===== src/include/lgp_defines.svh =====
`ifndef LGP_DEFINES_SVH
`define LGP_DEFINES_SVH

// Register indices; byte address is four times the index
`define LGP_IDX_CTRL 8'h04
`define LGP_IDX_STATUS 8'h0C
`define LGP_IDX_PIN0_CFG 8'h0D
`define LGP_IDX_PIN12_CFG 8'h0E
`define LGP_IDX_PIN_LEVEL 8'h1F

// Control register fields
`define LGP_CTRL_PORT_SEL_BIT 0
`define LGP_CTRL_ERR_RESET_BIT 5

// Status register fields
`define LGP_STAT_LINK_DETECT_BIT 0
`define LGP_STAT_LINK_LOST_BIT 4

// Pin configuration fields
`define LGP_PIN0_MODE_LSB 0
`define LGP_PIN0_VAL_BIT 3
`define LGP_PIN1_MODE_LSB 0
`define LGP_PIN1_VAL_BIT 3
`define LGP_PIN2_MODE_LSB 4
`define LGP_PIN2_VAL_BIT 7
`define LGP_REV_LSB 4

// Reset values
`define LGP_MODE_RST 3'h0
`define LGP_VAL_RST 1'h0
`define LGP_REV_ID_DEFAULT 4'h5

// Mode codes
`define LGP_MODE_OUT 3'h1
`define LGP_MODE_IN 3'h3
`define LGP_MODE_HOLD 3'h5
`define LGP_MODE_DEFAULT 3'h7

`endif


===== src/include/lgp_pkg.sv =====
package lgp_pkg;

  // Decoded role of one pin
  typedef enum logic [2:0] {
    LGP_ROLE_FUNC,
    LGP_ROLE_HIZ,
    LGP_ROLE_OUT,
    LGP_ROLE_IN,
    LGP_ROLE_HOLD,
    LGP_ROLE_DEFAULT
  } lgp_role_t;

  // Maps a 3-bit mode field onto a role
  function automatic lgp_role_t lgp_decode_role(input logic [2:0] mode);
    lgp_role_t role;
    role = LGP_ROLE_FUNC;
    case (mode)
      3'h1: role = LGP_ROLE_OUT;
      3'h3: role = LGP_ROLE_IN;
      3'h5: role = LGP_ROLE_HOLD;
      3'h7: role = LGP_ROLE_DEFAULT;
      3'h2, 3'h6: role = LGP_ROLE_HIZ;
      default: role = LGP_ROLE_FUNC;
    endcase
    return role;
  endfunction

endpackage


===== src/lgp_pin_drive.sv =====
`timescale 1ns/1ps
// Combinational drive decision for one pin
module lgp_pin_drive
  import lgp_pkg::*;
(
  // Configuration
  input wire logic [2:0] mode_in,
  input wire logic local_val_in,
  // Link side
  input wire logic remote_val_in,
  input wire logic link_lost_in,
  // Pin decision
  output logic out_val_out,
  output logic oe_n_out,
  output logic func_en_out
);

  lgp_role_t role;

  assign role = lgp_decode_role(mode_in);

  // Output enable is active low; hi-z and inputs never drive
  always_comb begin
    out_val_out = 1'b0;
    oe_n_out = 1'b1;
    func_en_out = 1'b0;
    case (role)
      LGP_ROLE_FUNC: begin
        func_en_out = 1'b1;
      end
      LGP_ROLE_HIZ: begin
        oe_n_out = 1'b1;
      end
      LGP_ROLE_OUT: begin
        oe_n_out = 1'b0;
        out_val_out = local_val_in;
      end
      LGP_ROLE_IN: begin
        oe_n_out = 1'b1;
      end
      LGP_ROLE_HOLD: begin
        // Held remote value already frozen upstream on link loss
        oe_n_out = 1'b0;
        out_val_out = remote_val_in;
      end
      LGP_ROLE_DEFAULT: begin
        oe_n_out = 1'b0;
        out_val_out = link_lost_in ? local_val_in : remote_val_in;
      end
      default: begin
        oe_n_out = 1'b1;
      end
    endcase
  end

endmodule // lgp_pin_drive


===== src/lgp_top.sv =====
// Register access over APB was chosen for this implementation.
`timescale 1ns/1ps
`include "lgp_defines.svh"

// Behaviour
// - Mode codes with low bits 00 leave the pin in its functional input role.
// - Mode codes with low bits 10 put the pin in high impedance, driving nothing.
// - Mode 001 makes the pin a local output and mode 011 a general input.
// - Mode 101 drives the remote value and holds the last one when the link is lost.
// - Mode 111 drives the remote value and falls back to the local bit on link loss.
// - The local bit drives the pin in local output mode and in mode 111 after link loss, 0 low and 1 high.
// - Every local output bit resets to 0 so local outputs start low.
// - Index 0x0D bits 2:0 and 3 configure pin 0 of the selected port.
// - Index 0x0E bits 6:4 and 7 configure pin 2 of the selected port.
// - Index 0x0E bits 2:0 and 3 configure pin 1 of the selected port.
// - Index 0x0D bits 7:4 read a fixed revision value and ignore writes.
// - A link-lost flag stays set until the error-reset control clears it.
module lgp_top
  import lgp_pkg::*;
#(
  // Arbitrary revision value
  parameter logic [3:0] REV_ID = `LGP_REV_ID_DEFAULT
)(
  // Clock and reset
  input wire logic sys_clk_in,
  input wire logic rstn_in,
  // APB slave
  input wire logic psel_in,
  input wire logic penable_in,
  input wire logic pwrite_in,
  input wire logic [11:0] paddr_in,
  input wire logic [31:0] pwdata_in,
  input wire logic [3:0] pstrb_in,
  output logic [31:0] prdata_out,
  output logic pready_out,
  output logic pslverr_out,
  // Link state per port, same clock domain
  input wire logic [1:0] link_up_in,
  input wire logic [1:0] remote_strobe_in,
  input wire logic [2:0] remote_val_port0_in,
  input wire logic [2:0] remote_val_port1_in,
  // First pin set
  input wire logic [2:0] general_pin_in,
  output logic [2:0] general_pin_out,
  output logic [2:0] general_pin_oe_n_out,
  output logic [2:0] general_pin_func_out,
  // Second pin set
  input wire logic [2:0] second_port_pin_in,
  output logic [2:0] second_port_pin_out,
  output logic [2:0] second_port_pin_oe_n_out,
  output logic [2:0] second_port_pin_func_out
);

  localparam int NPIN = 6;

  // Configuration storage, index is port*3 + pin
  logic [2:0] mode_ff [NPIN];
  logic val_ff [NPIN];
  logic [2:0] nxt_mode [NPIN];
  logic nxt_val [NPIN];

  // Remote value latches
  logic rem_ff [NPIN];
  logic nxt_rem [NPIN];

  // Port select and link tracking
  logic second_port_select_ff;
  logic [1:0] link_up_q_ff;
  logic [1:0] link_lost_ff;
  logic [1:0] nxt_link_lost;

  // Pin input synchronisers
  logic [5:0] pin_meta_ff;
  logic [5:0] pin_sync_ff;

  // Registered pin drive
  logic [5:0] pin_out_ff;
  logic [5:0] pin_oe_n_ff;
  logic [5:0] pin_func_ff;
  logic [5:0] drv_val;
  logic [5:0] drv_oe_n;
  logic [5:0] drv_func;

  // APB decode
  logic [31:0] prdata_ff;
  logic [31:0] nxt_prdata;
  logic setup_phase;
  logic access_phase;
  logic wr_take;
  logic hit;
  logic [7:0] idx;
  logic lane0;
  logic err_reset;
  logic [2:0] base;

  // Byte address to register index
  function automatic logic [7:0] addr_to_idx(input logic [11:0] addr);
    return addr[9:2];
  endfunction

  // Whether an index names a register
  function automatic logic idx_mapped(input logic [7:0] i, input logic [1:0] a);
    return (a == 2'h0) && ((i == `LGP_IDX_CTRL) || (i == `LGP_IDX_STATUS) ||
           (i == `LGP_IDX_PIN0_CFG) || (i == `LGP_IDX_PIN12_CFG) ||
           (i == `LGP_IDX_PIN_LEVEL));
  endfunction

  assign idx = addr_to_idx(paddr_in);
  assign hit = idx_mapped(idx, paddr_in[1:0]);
  assign setup_phase = psel_in & ~penable_in;
  assign access_phase = psel_in & penable_in;
  assign lane0 = pstrb_in[0];

  // Zero wait states; the read word is ready after the setup cycle
  assign pready_out = access_phase;
  assign pslverr_out = access_phase & ~hit;
  assign prdata_out = prdata_ff;

  // Writes take effect only at the access edge to a mapped byte lane
  assign wr_take = access_phase & pwrite_in & hit & lane0;
  assign err_reset = wr_take & (idx == `LGP_IDX_CTRL) & pwdata_in[`LGP_CTRL_ERR_RESET_BIT];

  // Configuration of the selected port is what software sees
  assign base = second_port_select_ff ? 3'h3 : 3'h0;

  // Port select register
  always_ff @(posedge sys_clk_in or negedge rstn_in) begin
    if (!rstn_in) begin
      second_port_select_ff <= 1'b0;
    end else if (wr_take && idx == `LGP_IDX_CTRL) begin
      second_port_select_ff <= pwdata_in[`LGP_CTRL_PORT_SEL_BIT];
    end
  end

  // Next configuration values from bus writes
  always_comb begin
    for (int i = 0; i < NPIN; i++) begin
      nxt_mode[i] = mode_ff[i];
      nxt_val[i] = val_ff[i];
    end
    if (wr_take && idx == `LGP_IDX_PIN0_CFG) begin
      // Revision bits are not stored, so writes to them vanish
      nxt_mode[base] = pwdata_in[`LGP_PIN0_MODE_LSB +: 3];
      nxt_val[base] = pwdata_in[`LGP_PIN0_VAL_BIT];
    end
    if (wr_take && idx == `LGP_IDX_PIN12_CFG) begin
      nxt_mode[base + 3'h1] = pwdata_in[`LGP_PIN1_MODE_LSB +: 3];
      nxt_val[base + 3'h1] = pwdata_in[`LGP_PIN1_VAL_BIT];
      nxt_mode[base + 3'h2] = pwdata_in[`LGP_PIN2_MODE_LSB +: 3];
      nxt_val[base + 3'h2] = pwdata_in[`LGP_PIN2_VAL_BIT];
    end
  end

  // Configuration storage
  always_ff @(posedge sys_clk_in or negedge rstn_in) begin
    if (!rstn_in) begin
      for (int i = 0; i < NPIN; i++) begin
        mode_ff[i] <= `LGP_MODE_RST;
        val_ff[i] <= `LGP_VAL_RST;
      end
    end else begin
      for (int i = 0; i < NPIN; i++) begin
        mode_ff[i] <= nxt_mode[i];
        val_ff[i] <= nxt_val[i];
      end
    end
  end

  // Previous link state for falling edge detection
  always_ff @(posedge sys_clk_in or negedge rstn_in) begin
    if (!rstn_in) begin
      link_up_q_ff <= 2'h0;
    end else begin
      link_up_q_ff <= link_up_in;
    end
  end

  // Sticky link-lost flags; a new loss wins over a clear in the same cycle
  always_comb begin
    for (int p = 0; p < 2; p++) begin
      nxt_link_lost[p] = link_lost_ff[p];
      if (err_reset && (second_port_select_ff == p[0])) begin
        nxt_link_lost[p] = 1'b0;
      end
      if (link_up_q_ff[p] && !link_up_in[p]) begin
        nxt_link_lost[p] = 1'b1;
      end
    end
  end

  always_ff @(posedge sys_clk_in or negedge rstn_in) begin
    if (!rstn_in) begin
      link_lost_ff <= 2'h0;
    end else begin
      link_lost_ff <= nxt_link_lost;
    end
  end

  // Remote values follow each strobe only while the link is up
  always_comb begin
    for (int i = 0; i < NPIN; i++) begin
      nxt_rem[i] = rem_ff[i];
    end
    for (int j = 0; j < 3; j++) begin
      if (remote_strobe_in[0] && link_up_in[0]) begin
        nxt_rem[j] = remote_val_port0_in[j];
      end
      if (remote_strobe_in[1] && link_up_in[1]) begin
        nxt_rem[j + 3] = remote_val_port1_in[j];
      end
    end
  end

  // Remote latches keep the last value once the link drops
  always_ff @(posedge sys_clk_in or negedge rstn_in) begin
    if (!rstn_in) begin
      for (int i = 0; i < NPIN; i++) begin
        rem_ff[i] <= 1'b0;
      end
    end else begin
      for (int i = 0; i < NPIN; i++) begin
        rem_ff[i] <= nxt_rem[i];
      end
    end
  end

  // Pin levels come from outside the clock domain
  always_ff @(posedge sys_clk_in or negedge rstn_in) begin
    if (!rstn_in) begin
      pin_meta_ff <= 6'h00;
      pin_sync_ff <= 6'h00;
    end else begin
      pin_meta_ff <= {second_port_pin_in, general_pin_in};
      pin_sync_ff <= pin_meta_ff;
    end
  end

  // One drive decision per pin
  for (genvar g = 0; g < NPIN; g++) begin : g_pin
    lgp_pin_drive u_drive (
      .mode_in(mode_ff[g]),
      .local_val_in(val_ff[g]),
      .remote_val_in(rem_ff[g]),
      .link_lost_in(link_lost_ff[g / 3]),
      .out_val_out(drv_val[g]),
      .oe_n_out(drv_oe_n[g]),
      .func_en_out(drv_func[g])
    );
  end

  // Pin drive registers; reset leaves every pin in its functional role
  always_ff @(posedge sys_clk_in or negedge rstn_in) begin
    if (!rstn_in) begin
      pin_out_ff <= 6'h00;
      pin_oe_n_ff <= 6'h3F;
      pin_func_ff <= 6'h3F;
    end else begin
      pin_out_ff <= drv_val;
      pin_oe_n_ff <= drv_oe_n;
      pin_func_ff <= drv_func;
    end
  end

  assign general_pin_out = pin_out_ff[2:0];
  assign general_pin_oe_n_out = pin_oe_n_ff[2:0];
  assign general_pin_func_out = pin_func_ff[2:0];
  assign second_port_pin_out = pin_out_ff[5:3];
  assign second_port_pin_oe_n_out = pin_oe_n_ff[5:3];
  assign second_port_pin_func_out = pin_func_ff[5:3];

  // Read word assembled from the selected port's view, except pin levels, which show both ports
  always_comb begin
    nxt_prdata = 32'h0000_0000;
    if (hit) begin
      case (idx)
        `LGP_IDX_CTRL: begin
          nxt_prdata[`LGP_CTRL_PORT_SEL_BIT] = second_port_select_ff;
        end
        `LGP_IDX_STATUS: begin
          nxt_prdata[`LGP_STAT_LINK_DETECT_BIT] = link_up_in[second_port_select_ff];
          nxt_prdata[`LGP_STAT_LINK_LOST_BIT] = link_lost_ff[second_port_select_ff];
        end
        `LGP_IDX_PIN0_CFG: begin
          nxt_prdata[`LGP_PIN0_MODE_LSB +: 3] = mode_ff[base];
          nxt_prdata[`LGP_PIN0_VAL_BIT] = val_ff[base];
          nxt_prdata[`LGP_REV_LSB +: 4] = REV_ID;
        end
        `LGP_IDX_PIN12_CFG: begin
          nxt_prdata[`LGP_PIN1_MODE_LSB +: 3] = mode_ff[base + 3'h1];
          nxt_prdata[`LGP_PIN1_VAL_BIT] = val_ff[base + 3'h1];
          nxt_prdata[`LGP_PIN2_MODE_LSB +: 3] = mode_ff[base + 3'h2];
          nxt_prdata[`LGP_PIN2_VAL_BIT] = val_ff[base + 3'h2];
        end
        `LGP_IDX_PIN_LEVEL: begin
          // Levels of input-mode pins; other pins read their pad too
          nxt_prdata[2:0] = pin_sync_ff[2:0];
          nxt_prdata[6:4] = pin_sync_ff[5:3];
        end
        default: begin
          nxt_prdata = 32'h0000_0000;
        end
      endcase
    end
  end

  // Read data captured in the setup cycle, so the access phase needs no wait
  always_ff @(posedge sys_clk_in or negedge rstn_in) begin
    if (!rstn_in) begin
      prdata_ff <= 32'h0000_0000;
    end else if (setup_phase && !pwrite_in) begin
      prdata_ff <= nxt_prdata;
    end
  end

endmodule // lgp_top


===== config.mk =====
export PLATFORM = sky130hd
export DESIGN_NAME = lgp_top
export DESIGN_NICKNAME = d
export VERILOG_FILES = /design/src/include/lgp_pkg.sv /design/src/lgp_pin_drive.sv /design/src/lgp_top.sv
export VERILOG_INCLUDE_DIRS = /design/src /design/src/include
export SDC_FILE = /design/constraint.sdc
export NUM_CORES = 1
export LEC_CHECK = 0
export BUFFER_PORTS_ARGS = -buffer_cell sky130_fd_sc_hd__buf_2
export CORE_MARGIN = 8
export CORE_UTILIZATION = 49
export CTS_CLUSTER_DIAMETER = 100
export DETAILED_ROUTE_END_ITERATION = 8
export PLACE_DENSITY = 0.76
export SLEW_MARGIN = 20
export SYNTH_ARGS = -nofsm -noshare
export SYNTH_HDL_FRONTEND = slang
export SYNTH_SLANG_ARGS = --single-unit

===== constraint.sdc =====
create_clock -name sys_clk_in -period 1.9 [get_ports sys_clk_in]
set_input_delay 0.095 -clock sys_clk_in [delete_from_list [all_inputs] [get_ports sys_clk_in]]
set_output_delay 0.095 -clock sys_clk_in [all_outputs]
set_load 0.1 [all_outputs]

==> run metrics <==
TritonCTS clock tree=built; Hold Violations, Final=0; routed wire length on met2=between 3000 and 4000 um; Max clock buf depth=2; initial antenna violation count=0; Synth top area share=0.461; Tightest Hold Check Type=primary input to register; first-pass GRT wire length=approximately 12000 um; post-synthesis async set-or-reset flop share=1.00; DRC=0; Peak VDD IR=390 uV; RSZ-0062 raised after global routing=no; Gate power share=0.140; sequential share of power=0.514; Root Buffer Master=clkbuf_8; core footprint=~6700 um^2; Die Ht=roughly 98 um; Worst Setup End Kind=output pin; Vias/cell=5.18; metal3 WL=426 um; Max Fclk=around 640 MHz; Int Pwr=~2200 uW; clock insertion delay at the later pin of the skew report=roughly 0.34 ns; Area after DPL=3680 um^2; Die ar.=roughly 9600 um^2; Reg clk slew, reported paths=around 0.070 ns; P&R area growth vs syn=22.0%; run status=complete, no violations; Post-synth top cells=dfrtp_1 (61), mux2_2 (33), buf_4 (24), nand2_1 (18), o21ai_0 (17); Most used DFF post-synth=dfrtp_1; WL/cell=around 16 um; FP Rows=30; antenna diode count=0; Num CTS Buffers=9; Die X-Extent=98.2 um; Yosys cell types=45; count of input and output buffers=67; Reg area=between 1500 and 2000 um^2; CP max FO=11; Sw Share=0.285; Vias=~2400; Initial DRC Count=114; Final ANT Viol Nets=0; critical path data arrival time=about 1.5 ns; syn_area_per_cell=around 12 um^2; synth warn=0; top cells by area, synth=dfrtp_1 (46%), mux2_2 (11%), dfstp_2 (9.5%); Critical Path Source Type=primary input; P_sw=889 uW; pin count of the biggest net entering global routing=74; sequential area share after synthesis=0.557; GR Overflow Total=0; Required @ worst endpoint=between 1.5 and 2 ns; top routing layer in use=met4; FF+latch count, synth=73; TritonRoute pass-1 iters=4; Post-Syn Area=roughly 3300 um^2; Final Max Tran Viols=0; leakage=0.00187 uW; share of layout cells above drive strength 1=0.388; hpwl dp=5340 um; Nets=about 440; maximum capacitance violations=0; gpl congestion=around 0.85; H-tree depth=3; Final Critical Period=1.55 ns; Post-Route WL=about 7400 um; Final setup viols=0; Crit Path Category=primary input to output pin; area of the multi-input gates=1310 um^2; EDFF count, synth=0; gr usage total=0.160; setup_tns=0 ns; Post-CTS Setup Bufs=0; Synth area leader=dfrtp_1; Post-Syn Instances=between 200 and 300; most frequent cell after synthesis=dfrtp_1; clock sinks=73; initial core utilization=0.495; post-cts gate resize count=0; fillers=between 500 and 600; final instance area=about 4000 um^2; power share of the clock group=0.346; clk_skew=~0.0072 ns; Cell Pwr Density=774 nW/um^2; Post-CTS Hold Buffers=18; post-layout total power=between 3000 and 4000 uW; fin crit share=0.818; number of global-route vias before repair=~2500; I/O pins=~120; wl on met1=3360 um
-- worst max-delay path, cell delays in order --
cell and delay, ns:
buf_2 0.11, buf_4 0.16, and4_1 0.25, o21bai_1 0.26, a21boi_4 0.15, buf_2 0.43
-- metal layers --
layer / vias to the layer above / GRT usage
met3: 12 / 0.0469
met2: 72 / 0.250
met4: 0 / 0.0850
li1: 1095 / -
met5: - / 0
met1: 1173 / 0.196
-- cell type report --
cell class | count | share of cell area
Clock buffer | 13 | 0.0393
Clock inverter | 3 | 0.00372
Inverter | 12 | 0.0112
Multi-Input combinational cell | 182 | 0.323
Sequential cell | 73 | 0.456
Tap cell | 80 | 0.0248
Timing Repair Buffer | 91 | 0.142
-- cells in the final DEF (no fill, tap or decap), types with 3 or more instances in the layout --
cell type / count
inv_1: 12
buf_4: 5
mux2i_1: 12
dlygate4sd3_1: 18
mux2_2: 33
o22ai_1: 3
nand3_1: 3
clkinv_2: 3
nor2b_1: 7
nand2_1: 18
nor3b_1: 3
a21oi_1: 9
conb_1: 24
o21ai_0: 17
dfrtp_1: 61
dfstp_2: 12
buf_2: 67
clkbuf_8: 11
nor2_1: 16
a32o_1: 3
-- power by group through the flow --
stage	Clock [uW]	Sequential, uW	Combinational [uW]
3_5_place_dp	0	1640	406
6_report	1080	1610	436
5_1_grt	1170	1610	462
2_1_floorplan	0	1630	340
4_1_cts	1100	1610	435
3_3_place_gp	0	1640	401
-- per-stage QoR --
step,util,hold slack [ns],setup WS (ns),cells
global route,0.604,0.0341,0.262,454
CTS,0.604,0.0314,0.341,454
detailed placement,0.551,0.161,0.0557,420
global placement,0.551,0.147,0.0774,420
finish,0.604,0.0422,0.346,454
floorplan,-,-0.201,0.221,300
-- cells by family (layout without fill, tap and decap cells) --
group / Yosys count / count (layout) / share of synthesized area
flops: 73 / 73 / 0.557
simple gates: 68 / 68 / 0.121
mux: 49 / 49 / 0.167
buf+inv: 45 / 119 / 0.0786
compound gates: 40 / 40 / 0.0737
other cells: 1 / 24 / 0.00113
xor+xnor: 1 / 1 / 0.00265
-- registers in the layout, summed over array words and instances (netlist names) --
name,flops
link_up_q_ff,2
rem_ff,6
prdata_out,8
val_ff,6
pin_sync_ff,6
pin_func_ff,6
pin_meta_ff,6
mode_ff,18
link_lost_ff,2
second_port_select_ff,1
pin_out_ff,6
pin_oe_n_ff,6
-- path summary, 6_finish.rpt --
kind / startpoint / endpoint / slack [ns] / cells past startpoint
worst min-delay path: pwdata_in[2] / mode_ff[5] / 0.04 / 2
max in group asynchronous: rstn_in / pin_func_ff[0] / 1.25 / 3
worst max register to register: second_port_select_ff / prdata_out[0] / 0.38 / 4
min in group asynchronous: rstn_in / pin_out_ff[2] / 0.32 / 3
worst max-delay path: paddr_in[5] / pslverr_out / 0.35 / 6
worst min register to register: pin_meta_ff[4] / pin_sync_ff[4] / 0.35 / 0
Note: power is estimated with default switching activity, not from simulation.
